==> src/hw/scr_defs.svh <==
// Purpose: Named constants for the sensor configuration and burst register bank
// Assumes: Seven-bit register addresses, eight-bit register data
// Notes:   Definitions only
`ifndef SCR_DEFS_SVH
`define SCR_DEFS_SVH

// Register addresses
`define SCR_ADDR_REVISION   7'h01
`define SCR_ADDR_RES_SEL    7'h19
`define SCR_ADDR_LED_FORCE  7'h22
`define SCR_ADDR_SOFT_RST   7'h3a
`define SCR_ADDR_PART_ID    7'h3e
`define SCR_ADDR_INV_REV    7'h3f
`define SCR_ADDR_BURST      7'h63

// Command values and fields
`define SCR_LED_ON_VAL      8'h80
`define SCR_SOFT_RST_VAL    8'h5a
`define SCR_RES_UPDATE_BIT  4
`define SCR_WRITE_BIT       7
`define SCR_RESERVED_READ   8'h00
`define SCR_LED_RESET       8'h00
`define SCR_RES_SEL_RESET   8'h08

// Resolution codes
`define SCR_CPI_STEP        11'h07d
`define SCR_CPI_CODE_MIN    4'h1
`define SCR_CPI_CODE_MAX    4'hb
`define SCR_CPI_CODE_RESET  4'h4

// Burst sequence
`define SCR_BURST_FIRST     3'h0
`define SCR_BURST_LAST      3'h6
`define SCR_BIT_LAST        3'h7

`endif

==> src/hw/scr_pkg.sv <==
// Purpose: Types for the sensor configuration and burst register bank
// Assumes: Nothing beyond the defines header
// Notes:   One-hot serial port states
package scr_pkg;

  // Serial port phase
  typedef enum logic [2:0] {
    ST_ADDR = 3'b001,  // Shifting in the address byte
    ST_WR   = 3'b010,  // Shifting in write data
    ST_RD   = 3'b100   // Shifting out read data
  } scr_state_type;

endpackage : scr_pkg

==> src/hw/scr_top.sv <==
// Purpose: Three-wire serial register bank with resolution, LED, reset, identity and motion burst
// Assumes: Serial clock, data and select come from the host and are synchronised to clk_in
// Notes:   Address byte MSB high means write; data moves MSB first, sampled on rising serial clock
`include "scr_defs.svh"

module scr_top
  import scr_pkg::*;
#(
  parameter logic [7:0] PART_ID  = 8'h5c,  // Arbitrary identity value
  parameter logic [7:0] REVISION = 8'h03   // Arbitrary revision value
) (
  // Clock, reset, enable
  input  wire logic        clk_in,
  input  wire logic        sys_rst_in,
  input  wire logic        ce_in,
  // Serial pins
  input  wire logic        sclk_in,
  input  wire logic        select_low_n_in,
  input  wire logic        sdio_in,
  output logic             sdio_out,
  output logic             sdio_oe_out,
  // Motion data from the imaging core
  input  wire logic [7:0]  motion_x_in,
  input  wire logic [7:0]  motion_y_in,
  input  wire logic [7:0]  surface_quality_in,
  input  wire logic [15:0] exposure_in,
  input  wire logic [7:0]  brightest_pixel_in,
  input  wire logic [7:0]  pixel_total_in,
  // Illumination and configuration
  input  wire logic        led_pulse_in,
  output logic             led_drive_out,
  output logic [3:0]       counts_per_inch_code_out,
  output logic [10:0]      counts_per_inch_out,
  output logic             soft_reset_out
);

  //////////////////////////////////////////////////////////////////////////////
  // Pin synchronisers and edge detection

  logic [2:0]    sclk_sync_q;   // Two sync stages plus edge history
  logic [2:0]    sel_sync_q;    // Select sync plus history
  logic [1:0]    sdio_sync_q;   // Data sync
  logic          soft_rst_q;    // Internal reset pulse
  logic          int_rst;       // Pin or command reset

  assign int_rst = sys_rst_in | soft_rst_q;

  // Two flops per pin, plus a history flop for serial clock and select only
  always_ff @(posedge clk_in) begin
    if (int_rst) begin
      sclk_sync_q <= 3'h0;
      sel_sync_q  <= 3'h7;
      sdio_sync_q <= 2'h0;
    end else if (ce_in) begin
      sclk_sync_q <= {sclk_sync_q[1:0], sclk_in};
      sel_sync_q  <= {sel_sync_q[1:0], select_low_n_in};
      sdio_sync_q <= {sdio_sync_q[0], sdio_in};
    end
  end

  wire sclk_rise = ce_in & sclk_sync_q[1] & ~sclk_sync_q[2];   // Serial clock rising
  wire sclk_fall = ce_in & ~sclk_sync_q[1] & sclk_sync_q[2];   // Serial clock falling
  wire selected  = ~sel_sync_q[1];                             // Chip selected
  wire sel_rise  = ce_in & sel_sync_q[1] & ~sel_sync_q[2];     // Select released
  wire sdio_bit  = sdio_sync_q[1];                             // Sampled data bit

  //////////////////////////////////////////////////////////////////////////////
  // Serial framing state

  scr_state_type st_q;          // Port phase
  logic [2:0]    bit_cnt_q;     // Bit within byte
  logic [6:0]    shift_q;       // Incoming bits
  logic [6:0]    addr_q;        // Current address
  logic          burst_q;       // Burst mode active
  logic [7:0]    tx_q;          // Outgoing byte

  wire       byte_done = sclk_rise & selected & (bit_cnt_q == `SCR_BIT_LAST);
  wire [7:0] rx_byte   = {shift_q, sdio_bit};
  wire       wr_stb    = byte_done & (st_q == ST_WR);          // Write data complete
  wire       rd_start  = byte_done & (st_q == ST_ADDR) & ~rx_byte[`SCR_WRITE_BIT];

  //////////////////////////////////////////////////////////////////////////////
  // Two-entry read data buffer

  logic [7:0] buf_mem [2];      // Buffer storage
  logic       buf_wr_q;         // Write pointer
  logic       buf_rd_q;         // Read pointer
  logic [1:0] buf_cnt_q;        // Occupancy
  logic       buf_push;         // Filling side valid
  logic [7:0] buf_push_data;    // Filling side data
  wire        buf_ready = (buf_cnt_q != 2'h2);                  // Filling side ready
  wire        buf_valid = (buf_cnt_q != 2'h0);                  // Draining side valid
  wire        buf_pop   = sclk_fall & selected & (st_q == ST_RD) & (bit_cnt_q == 3'h0) & buf_valid;
  wire        buf_flush = sel_rise | rd_start;
  wire [7:0]  buf_head  = buf_mem[buf_rd_q];

  // Pointers and count, flushed at each new read and at deselect
  always_ff @(posedge clk_in) begin
    if (int_rst || (ce_in && buf_flush)) begin
      buf_wr_q  <= 1'b0;
      buf_rd_q  <= 1'b0;
      buf_cnt_q <= 2'h0;
    end else if (ce_in) begin
      if (buf_push && buf_ready) buf_wr_q <= ~buf_wr_q;
      if (buf_pop) buf_rd_q <= ~buf_rd_q;
      buf_cnt_q <= buf_cnt_q + {1'b0, buf_push & buf_ready} - {1'b0, buf_pop};
    end
  end

  // Storage writes
  always_ff @(posedge clk_in) begin
    if (ce_in && buf_push && buf_ready) buf_mem[buf_wr_q] <= buf_push_data;
  end

  //////////////////////////////////////////////////////////////////////////////
  // Registers

  logic [7:0]  led_q;           // LED mode register
  logic [3:0]  cpi_code_q;      // Applied resolution code
  logic [10:0] cpi_q;           // Applied resolution in cpi
  logic        fetched_q;       // Single read byte already loaded
  logic [2:0]  burst_idx_q;     // Burst address counter

  wire wr_res = wr_stb & (addr_q == `SCR_ADDR_RES_SEL);
  wire wr_led = wr_stb & (addr_q == `SCR_ADDR_LED_FORCE);
  wire wr_rst = wr_stb & (addr_q == `SCR_ADDR_SOFT_RST) & (rx_byte == `SCR_SOFT_RST_VAL);
  wire code_ok = (rx_byte[3:0] >= `SCR_CPI_CODE_MIN) & (rx_byte[3:0] <= `SCR_CPI_CODE_MAX);
  wire res_apply = wr_res & rx_byte[`SCR_RES_UPDATE_BIT] & code_ok;

  // Register read decode
  function automatic logic [7:0] reg_read(input logic [6:0] a, input logic [7:0] led);
    case (a)
      `SCR_ADDR_REVISION:  reg_read = REVISION;
      `SCR_ADDR_LED_FORCE: reg_read = led;
      `SCR_ADDR_PART_ID:   reg_read = PART_ID;
      `SCR_ADDR_INV_REV:   reg_read = ~REVISION;
      default:             reg_read = `SCR_RESERVED_READ;
    endcase
  endfunction : reg_read

  // Burst byte order
  logic [7:0] burst_byte;
  always_comb begin
    case (burst_idx_q)
      3'h0:    burst_byte = motion_x_in;
      3'h1:    burst_byte = motion_y_in;
      3'h2:    burst_byte = surface_quality_in;
      3'h3:    burst_byte = exposure_in[15:8];
      3'h4:    burst_byte = exposure_in[7:0];
      3'h5:    burst_byte = brightest_pixel_in;
      default: burst_byte = pixel_total_in;
    endcase
  end

  assign buf_push      = (st_q == ST_RD) & (burst_q | ~fetched_q);
  assign buf_push_data = burst_q ? burst_byte : reg_read(addr_q, led_q);

  // Writable registers; other addresses change nothing, except the soft reset command, which reloads them
  always_ff @(posedge clk_in) begin
    if (int_rst) begin
      led_q      <= `SCR_LED_RESET;
      cpi_code_q <= `SCR_CPI_CODE_RESET;
      cpi_q      <= 11'(`SCR_CPI_CODE_RESET * `SCR_CPI_STEP);
    end else if (ce_in) begin
      if (wr_led) led_q <= rx_byte;
      if (res_apply) cpi_code_q <= rx_byte[3:0];
      cpi_q <= 11'(cpi_code_q * `SCR_CPI_STEP);
    end
  end

  // Command reset pulse, cleared by its own next cycle or by the pin reset
  always_ff @(posedge clk_in) begin
    if (sys_rst_in) soft_rst_q <= 1'b0;
    else if (ce_in) soft_rst_q <= wr_rst;
  end

  //////////////////////////////////////////////////////////////////////////////
  // Serial port sequencer

  always_ff @(posedge clk_in) begin
    if (int_rst || (ce_in && sel_rise)) begin
      st_q        <= ST_ADDR;
      bit_cnt_q   <= 3'h0;
      shift_q     <= 7'h00;
      addr_q      <= 7'h00;
      burst_q     <= 1'b0;
      fetched_q   <= 1'b0;
      burst_idx_q <= `SCR_BURST_FIRST;
      tx_q        <= 8'h00;
    end else if (ce_in) begin
      // Loader bookkeeping
      if (buf_push && buf_ready) begin
        fetched_q <= 1'b1;
        if (burst_q && burst_idx_q != `SCR_BURST_LAST) burst_idx_q <= burst_idx_q + 3'h1;
      end
      // Shift out on falling edges
      if (sclk_fall && selected && st_q == ST_RD) begin
        if (bit_cnt_q == 3'h0) tx_q <= buf_valid ? buf_head : `SCR_RESERVED_READ;
        else tx_q <= {tx_q[6:0], 1'b0};
      end
      // Count and sample on rising edges
      if (sclk_rise && selected) begin
        bit_cnt_q <= bit_cnt_q + 3'h1;
        shift_q   <= {shift_q[5:0], sdio_bit};
        if (bit_cnt_q == `SCR_BIT_LAST) begin
          case (st_q)
            ST_ADDR: begin
              addr_q      <= rx_byte[6:0];
              st_q        <= rx_byte[`SCR_WRITE_BIT] ? ST_WR : ST_RD;
              burst_q     <= ~rx_byte[`SCR_WRITE_BIT] & (rx_byte[6:0] == `SCR_ADDR_BURST);
              fetched_q   <= 1'b0;
              burst_idx_q <= `SCR_BURST_FIRST;
            end
            ST_WR: begin
              st_q <= ST_ADDR;
            end
            ST_RD: begin
              st_q <= burst_q ? ST_RD : ST_ADDR;
            end
            default: begin
              st_q <= ST_ADDR;
            end
          endcase
        end
      end
    end
  end

  //////////////////////////////////////////////////////////////////////////////
  // Outputs

  assign sdio_out                 = tx_q[7];
  assign sdio_oe_out              = (st_q == ST_RD) & selected;
  assign led_drive_out            = (led_q == `SCR_LED_ON_VAL) | led_pulse_in;
  assign counts_per_inch_code_out = cpi_code_q;
  assign counts_per_inch_out      = cpi_q;
  assign soft_reset_out           = soft_rst_q;
endmodule : scr_top

==> config.mk <==
export PLATFORM = sky130hd
export DESIGN_NAME = scr_top
export DESIGN_NICKNAME = d
export VERILOG_FILES = /design/src/hw/scr_pkg.sv /design/src/hw/scr_top.sv
export VERILOG_INCLUDE_DIRS = /design/src /design/src/hw
export SDC_FILE = /design/constraint.sdc
export NUM_CORES = 1
export LEC_CHECK = 0
export BUFFER_PORTS_ARGS = -buffer_cell sky130_fd_sc_hd__clkbuf_2
export CORE_MARGIN = 1.5
export CORE_UTILIZATION = 56
export DETAILED_ROUTE_END_ITERATION = 12
export PLACE_DENSITY_LB_ADDON = 0.15
export RECOVER_POWER = 25
export SYNTH_ARGS = -nofsm -noshare
export SYNTH_HDL_FRONTEND = slang
export SYNTH_SLANG_ARGS = --single-unit
==> constraint.sdc <==
create_clock -name clk_in -period 3.2 [get_ports clk_in]
set_clock_uncertainty 0.1 [all_clocks]
set_input_delay 0.64 -clock clk_in [delete_from_list [all_inputs] [get_ports clk_in]]
set_output_delay 0.64 -clock clk_in [all_outputs]
set_load 0.02 [all_outputs]
==> summary.txt <==
Run status
  – Status: finished clean

Hold path
  – HP Start: sys_rst_in
  – Worst hold path cell count: 2
  – HP Class: input pin to flip-flop
  – WHS Endpoint: soft_reset_out

Power
  – Comb pwr share: 5.2%
  – Pwr per Cell Area: 376 nW/um^2
  – Clock network power share: about two fifths
  – Pwr Total: 0.00201 W
  – Reg power frac: 55.2%
  – Internal power: 0.00153 W
  – Max IR drop VDD: about 0.18 mV
  – Sw Share: 24.2%
  – Lkg Pwr: 2.07 nW
  – Total net switching power: 0.000488 W

Setup path
  – CP endpoint kind: flip-flop
  – Critical path type: flip-flop to flip-flop
  – R2R setup slack: 180 ps
  – CP Max Fanout: 7
  – Worst path max stage delay: ~670 ps
  – Arrival @ worst endpoint: 3180 ps
  – Startpoint types: flip-flop
  – R2r worst-path depth: 9
  – Crit-path slowest cell: fa_1
  – Req. time, crit path: 3360 ps
  – Crit path launch: counts_per_inch_code_out[1]
  – R2r endpoint: counts_per_inch_out[8]
  – Critical R2R Launch: counts_per_inch_code_out[1]
  – Crit path cell chain: fa_1, inv_1, fa_1, inv_1, ha_1, o211ai_1, o21ai_1, xnor2_1, a211o_1

Floorplanning
  – Row count: 33
  – Initial Utilization: 57.7%
  – Width of the die: 94.8 um
  – I/O pin count: 82
  – CORE AREA: just over 8000 um^2
  – Die H: roughly 95 um
  – Die area: around 9000 um^2

STA
  – Hold Worst Slack: 371 ps
  – Relative slew slack: 20.1%
  – Fmax achieved: 331 MHz
  – Final setup viols: 0
  – Min Tclk post-route: between 3000 and 4000 ps
  – Slew @ Worst Pin: 1200 ps
  – Final period util: 94.5%
  – RSZ-0062 raised after global routing: false
  – Final Hold Violating Endpoints: 0
  – Slew Limit Fails: 0
  – Setup Total Neg Slack: 0 ps

Routing
  – DRT antenna net count: 0
  – Initial DRC count: 248
  – Final WL: 10,900 um
  – First-pass DRT Iterations: 5
  – Vias per cell: roughly 5.8
  – Drc violations: 0
  – Via count: 4,064
  – DR WL/cell: 15.5 um

Global route
  – Total grt overflow: 0
  – Initial antenna violation count: 0
  – First-pass GRT wire length: 17,700 um
  – Vias in the first global route: 3,663
  – Largest net degree at the start of global routing: 24
  – Gr usage total: 25.1%

Clock tree
  – CTS Buffer Depth: 2
  – Post-CTS Hold Buffers: 0
  – H-tree depth: 3
  – Worst-Skew Late Latency: approximately 360 ps
  – TritonCTS Buffers: 9
  – Clock sinks: 86
  – Clock tree from TritonCTS: done
  – Clk slew on worst S/H paths: 100 ps
  – CTS root buffer: clkbuf_8

Synthesis
  – Complex-gate fraction of the synthesized area: between 10% and 20%
  – Syn Inst Count: ~520
  – Combinational family with the most area after synthesis: simple AND/OR/NAND/NOR gates
  – EDFF count, synth: 16
  – Register area share after synthesis: between 30 and 40%
  – Cell variety after synth: 64
  – Synth async-reset ratio: 0%
  – Ys flop type: dfxtp_1
  – Cells taking the most area after synthesis: dfxtp_1 (30%), edfxtp_1 (10%), ha_1 (6.4%)
  – Avg Cell Area, Syn: 9.06 um^2
  – Synth Area in XOR/XNOR: 1.30%
  – Synth cell count leaders: dfxtp_1 (70), nand2_1 (70), a21oi_1 (46), nor2_1 (43)
  – Mux contribution to synthesized area: 6.04%
  – Synth Area in Adders: 9.33%
  – Top cell type's share of synthesized area: about 30%
  – Flops & latches, synth: 86
  – Synth Area in Simple Gates: 19.6%
  – Ys Warns: 0
  – Syn Std Cell Area: roughly 4700 um^2
  – Synthesized Nets: between 600 and 700
  – Area leader, netlist: dfxtp_1

Layout
  – Non-filler instance count after layout: 702
  – Fin area: between 5000 and 6000 um^2
  – Area growth syn-to-layout: 13.5%
  – Layout Nets: 686
  – Number of diodes: 0
  – Share of cells above drive strength 1: 18.6%

Placement
  – DP Cell Count: approximately 700
  – Port Buffer Count: 81
  – Placement Cell Area: 5180 um^2
  – HPWL after detailed placement: about 8000 um
  – Global placer's final weighted congestion: 0.917

Flow run
  – Max_cap viols: 0
==> sequential cells by signal (all words and copies together), names as in the netlist, named ones only <==
name / count
sdio_sync_q: 2
burst_q: 1
buf_cnt_q: 2
st_q: 3
buf_wr_q: 1
soft_reset_out: 1
burst_idx_q: 3
sclk_sync_q: 3
bit_cnt_q: 3
counts_per_inch_code_out: 4
tx_q: 8
counts_per_inch_out: 11
fetched_q: 1
shift_q: 7
led_q: 8
buf_mem: 16
addr_q: 7
sel_sync_q: 3
buf_rd_q: 1
==> power groups by stage <==
stage          clock network (W)   logic, W  registers (W)
6_report                0.000797   0.000106        0.00111
5_1_grt                 0.000856   0.000115        0.00111
4_1_cts                 0.000809   0.000109        0.00111
3_5_place_dp                   0   0.000108        0.00114
3_3_place_gp                   0   0.000107        0.00114
2_1_floorplan                  0  0.0000498        0.00114
==> layout by cell type, fill, tap and decap left out, types with 4 or more instances in the layout <==
master	count
xnor2_1	5
o211ai_1	5
mux2i_1	15
nand3_1	24
nor2b_1	5
o21ai_0	12
clkbuf_8	9
a222oi_1	6
clkbuf_2	68
a22oi_1	13
nand2b_1	4
nor2_1	43
dfxtp_1	70
edfxtp_1	16
a221oi_1	7
buf_4	7
mux2_2	12
and3_1	4
o21ai_1	6
a211oi_1	9
a21oi_1	46
clkbuf_1	17
ha_1	24
fa_1	7
inv_1	20
nand2_1	70
a21o_1	5
a31oi_1	6
==> worst max path at each step <==
stage,endpoint,slack (ps),cells after the start
6_report,counts_per_inch_out[8],180,9
5_1_grt,counts_per_inch_out[8],10,9
4_1_cts,counts_per_inch_out[9],140,9
3_5_place_dp,counts_per_inch_out[9],170,9
3_3_place_gp,counts_per_inch_out[9],290,9
2_1_floorplan,counts_per_inch_out[8],280,9
==> per-layer routing <==
layer | global-route usage, % | up-vias | part of all wire [%]
met2 | 38.8 | 109 | 45
li1 | - | 2023 | -
met5 | 0 | - | 0
met3 | 4.67 | 14 | 4.0
met1 | 36.1 | 1918 | 50
met4 | 6.22 | 0 | 1.1
==> cell families after synthesis <==
logic type / Yosys count
AO/OA/AOI/OAI: 135
XOR/XNOR: 7
adder cells (fa/ha/maj): 31
buffers and inverters: 52
flip-flops: 86
multiplexers: 27
AND/OR/NAND/NOR: 183
==> per-stage QoR <==
| stage | setup WS, ps | util, % |
|---|---|---|
| after global placement | 291 | 63.4 |
| after CTS | 137 | 65.9 |
| final | 177 | 65.5 |
| after detailed placement | 173 | 63.4 |
| after global routing | 12.1 | 65.5 |
| after floorplan | 282 | - |
==> worst max-delay path: cells and delay by family (launching register included) <==
family / cells / cell delay, ps
DFF: 1 / 400
AOI/OAI and AO/OA: 3 / 620
adders and majority gates: 3 / 1520
buffers and inverters: 2 / 140
xor gates and xnor gates: 1 / 130
==> area by class of cell <==
| cell class | count | area [um^2] |
|---|---|---|
| Tap cell | 105 | 131 |
| Multi-Input combinational cell | 383 | 2610 |
| Clock inverter | 7 | 80.1 |
| Fill cell | 688 | 2820 |
| Inverter | 20 | 75.1 |
| Clock buffer | 9 | 124 |
| Timing Repair Buffer | 92 | 457 |
| Sequential cell | 86 | 1880 |
==> what timing repair did <==
action,in CTS,in global routing
setup buffers,0,0
resized for setup,0,1
setup endpoints to repair,0,1
hold endpoints to repair,0,0
Note: power is estimated with default switching activity, not from simulation.
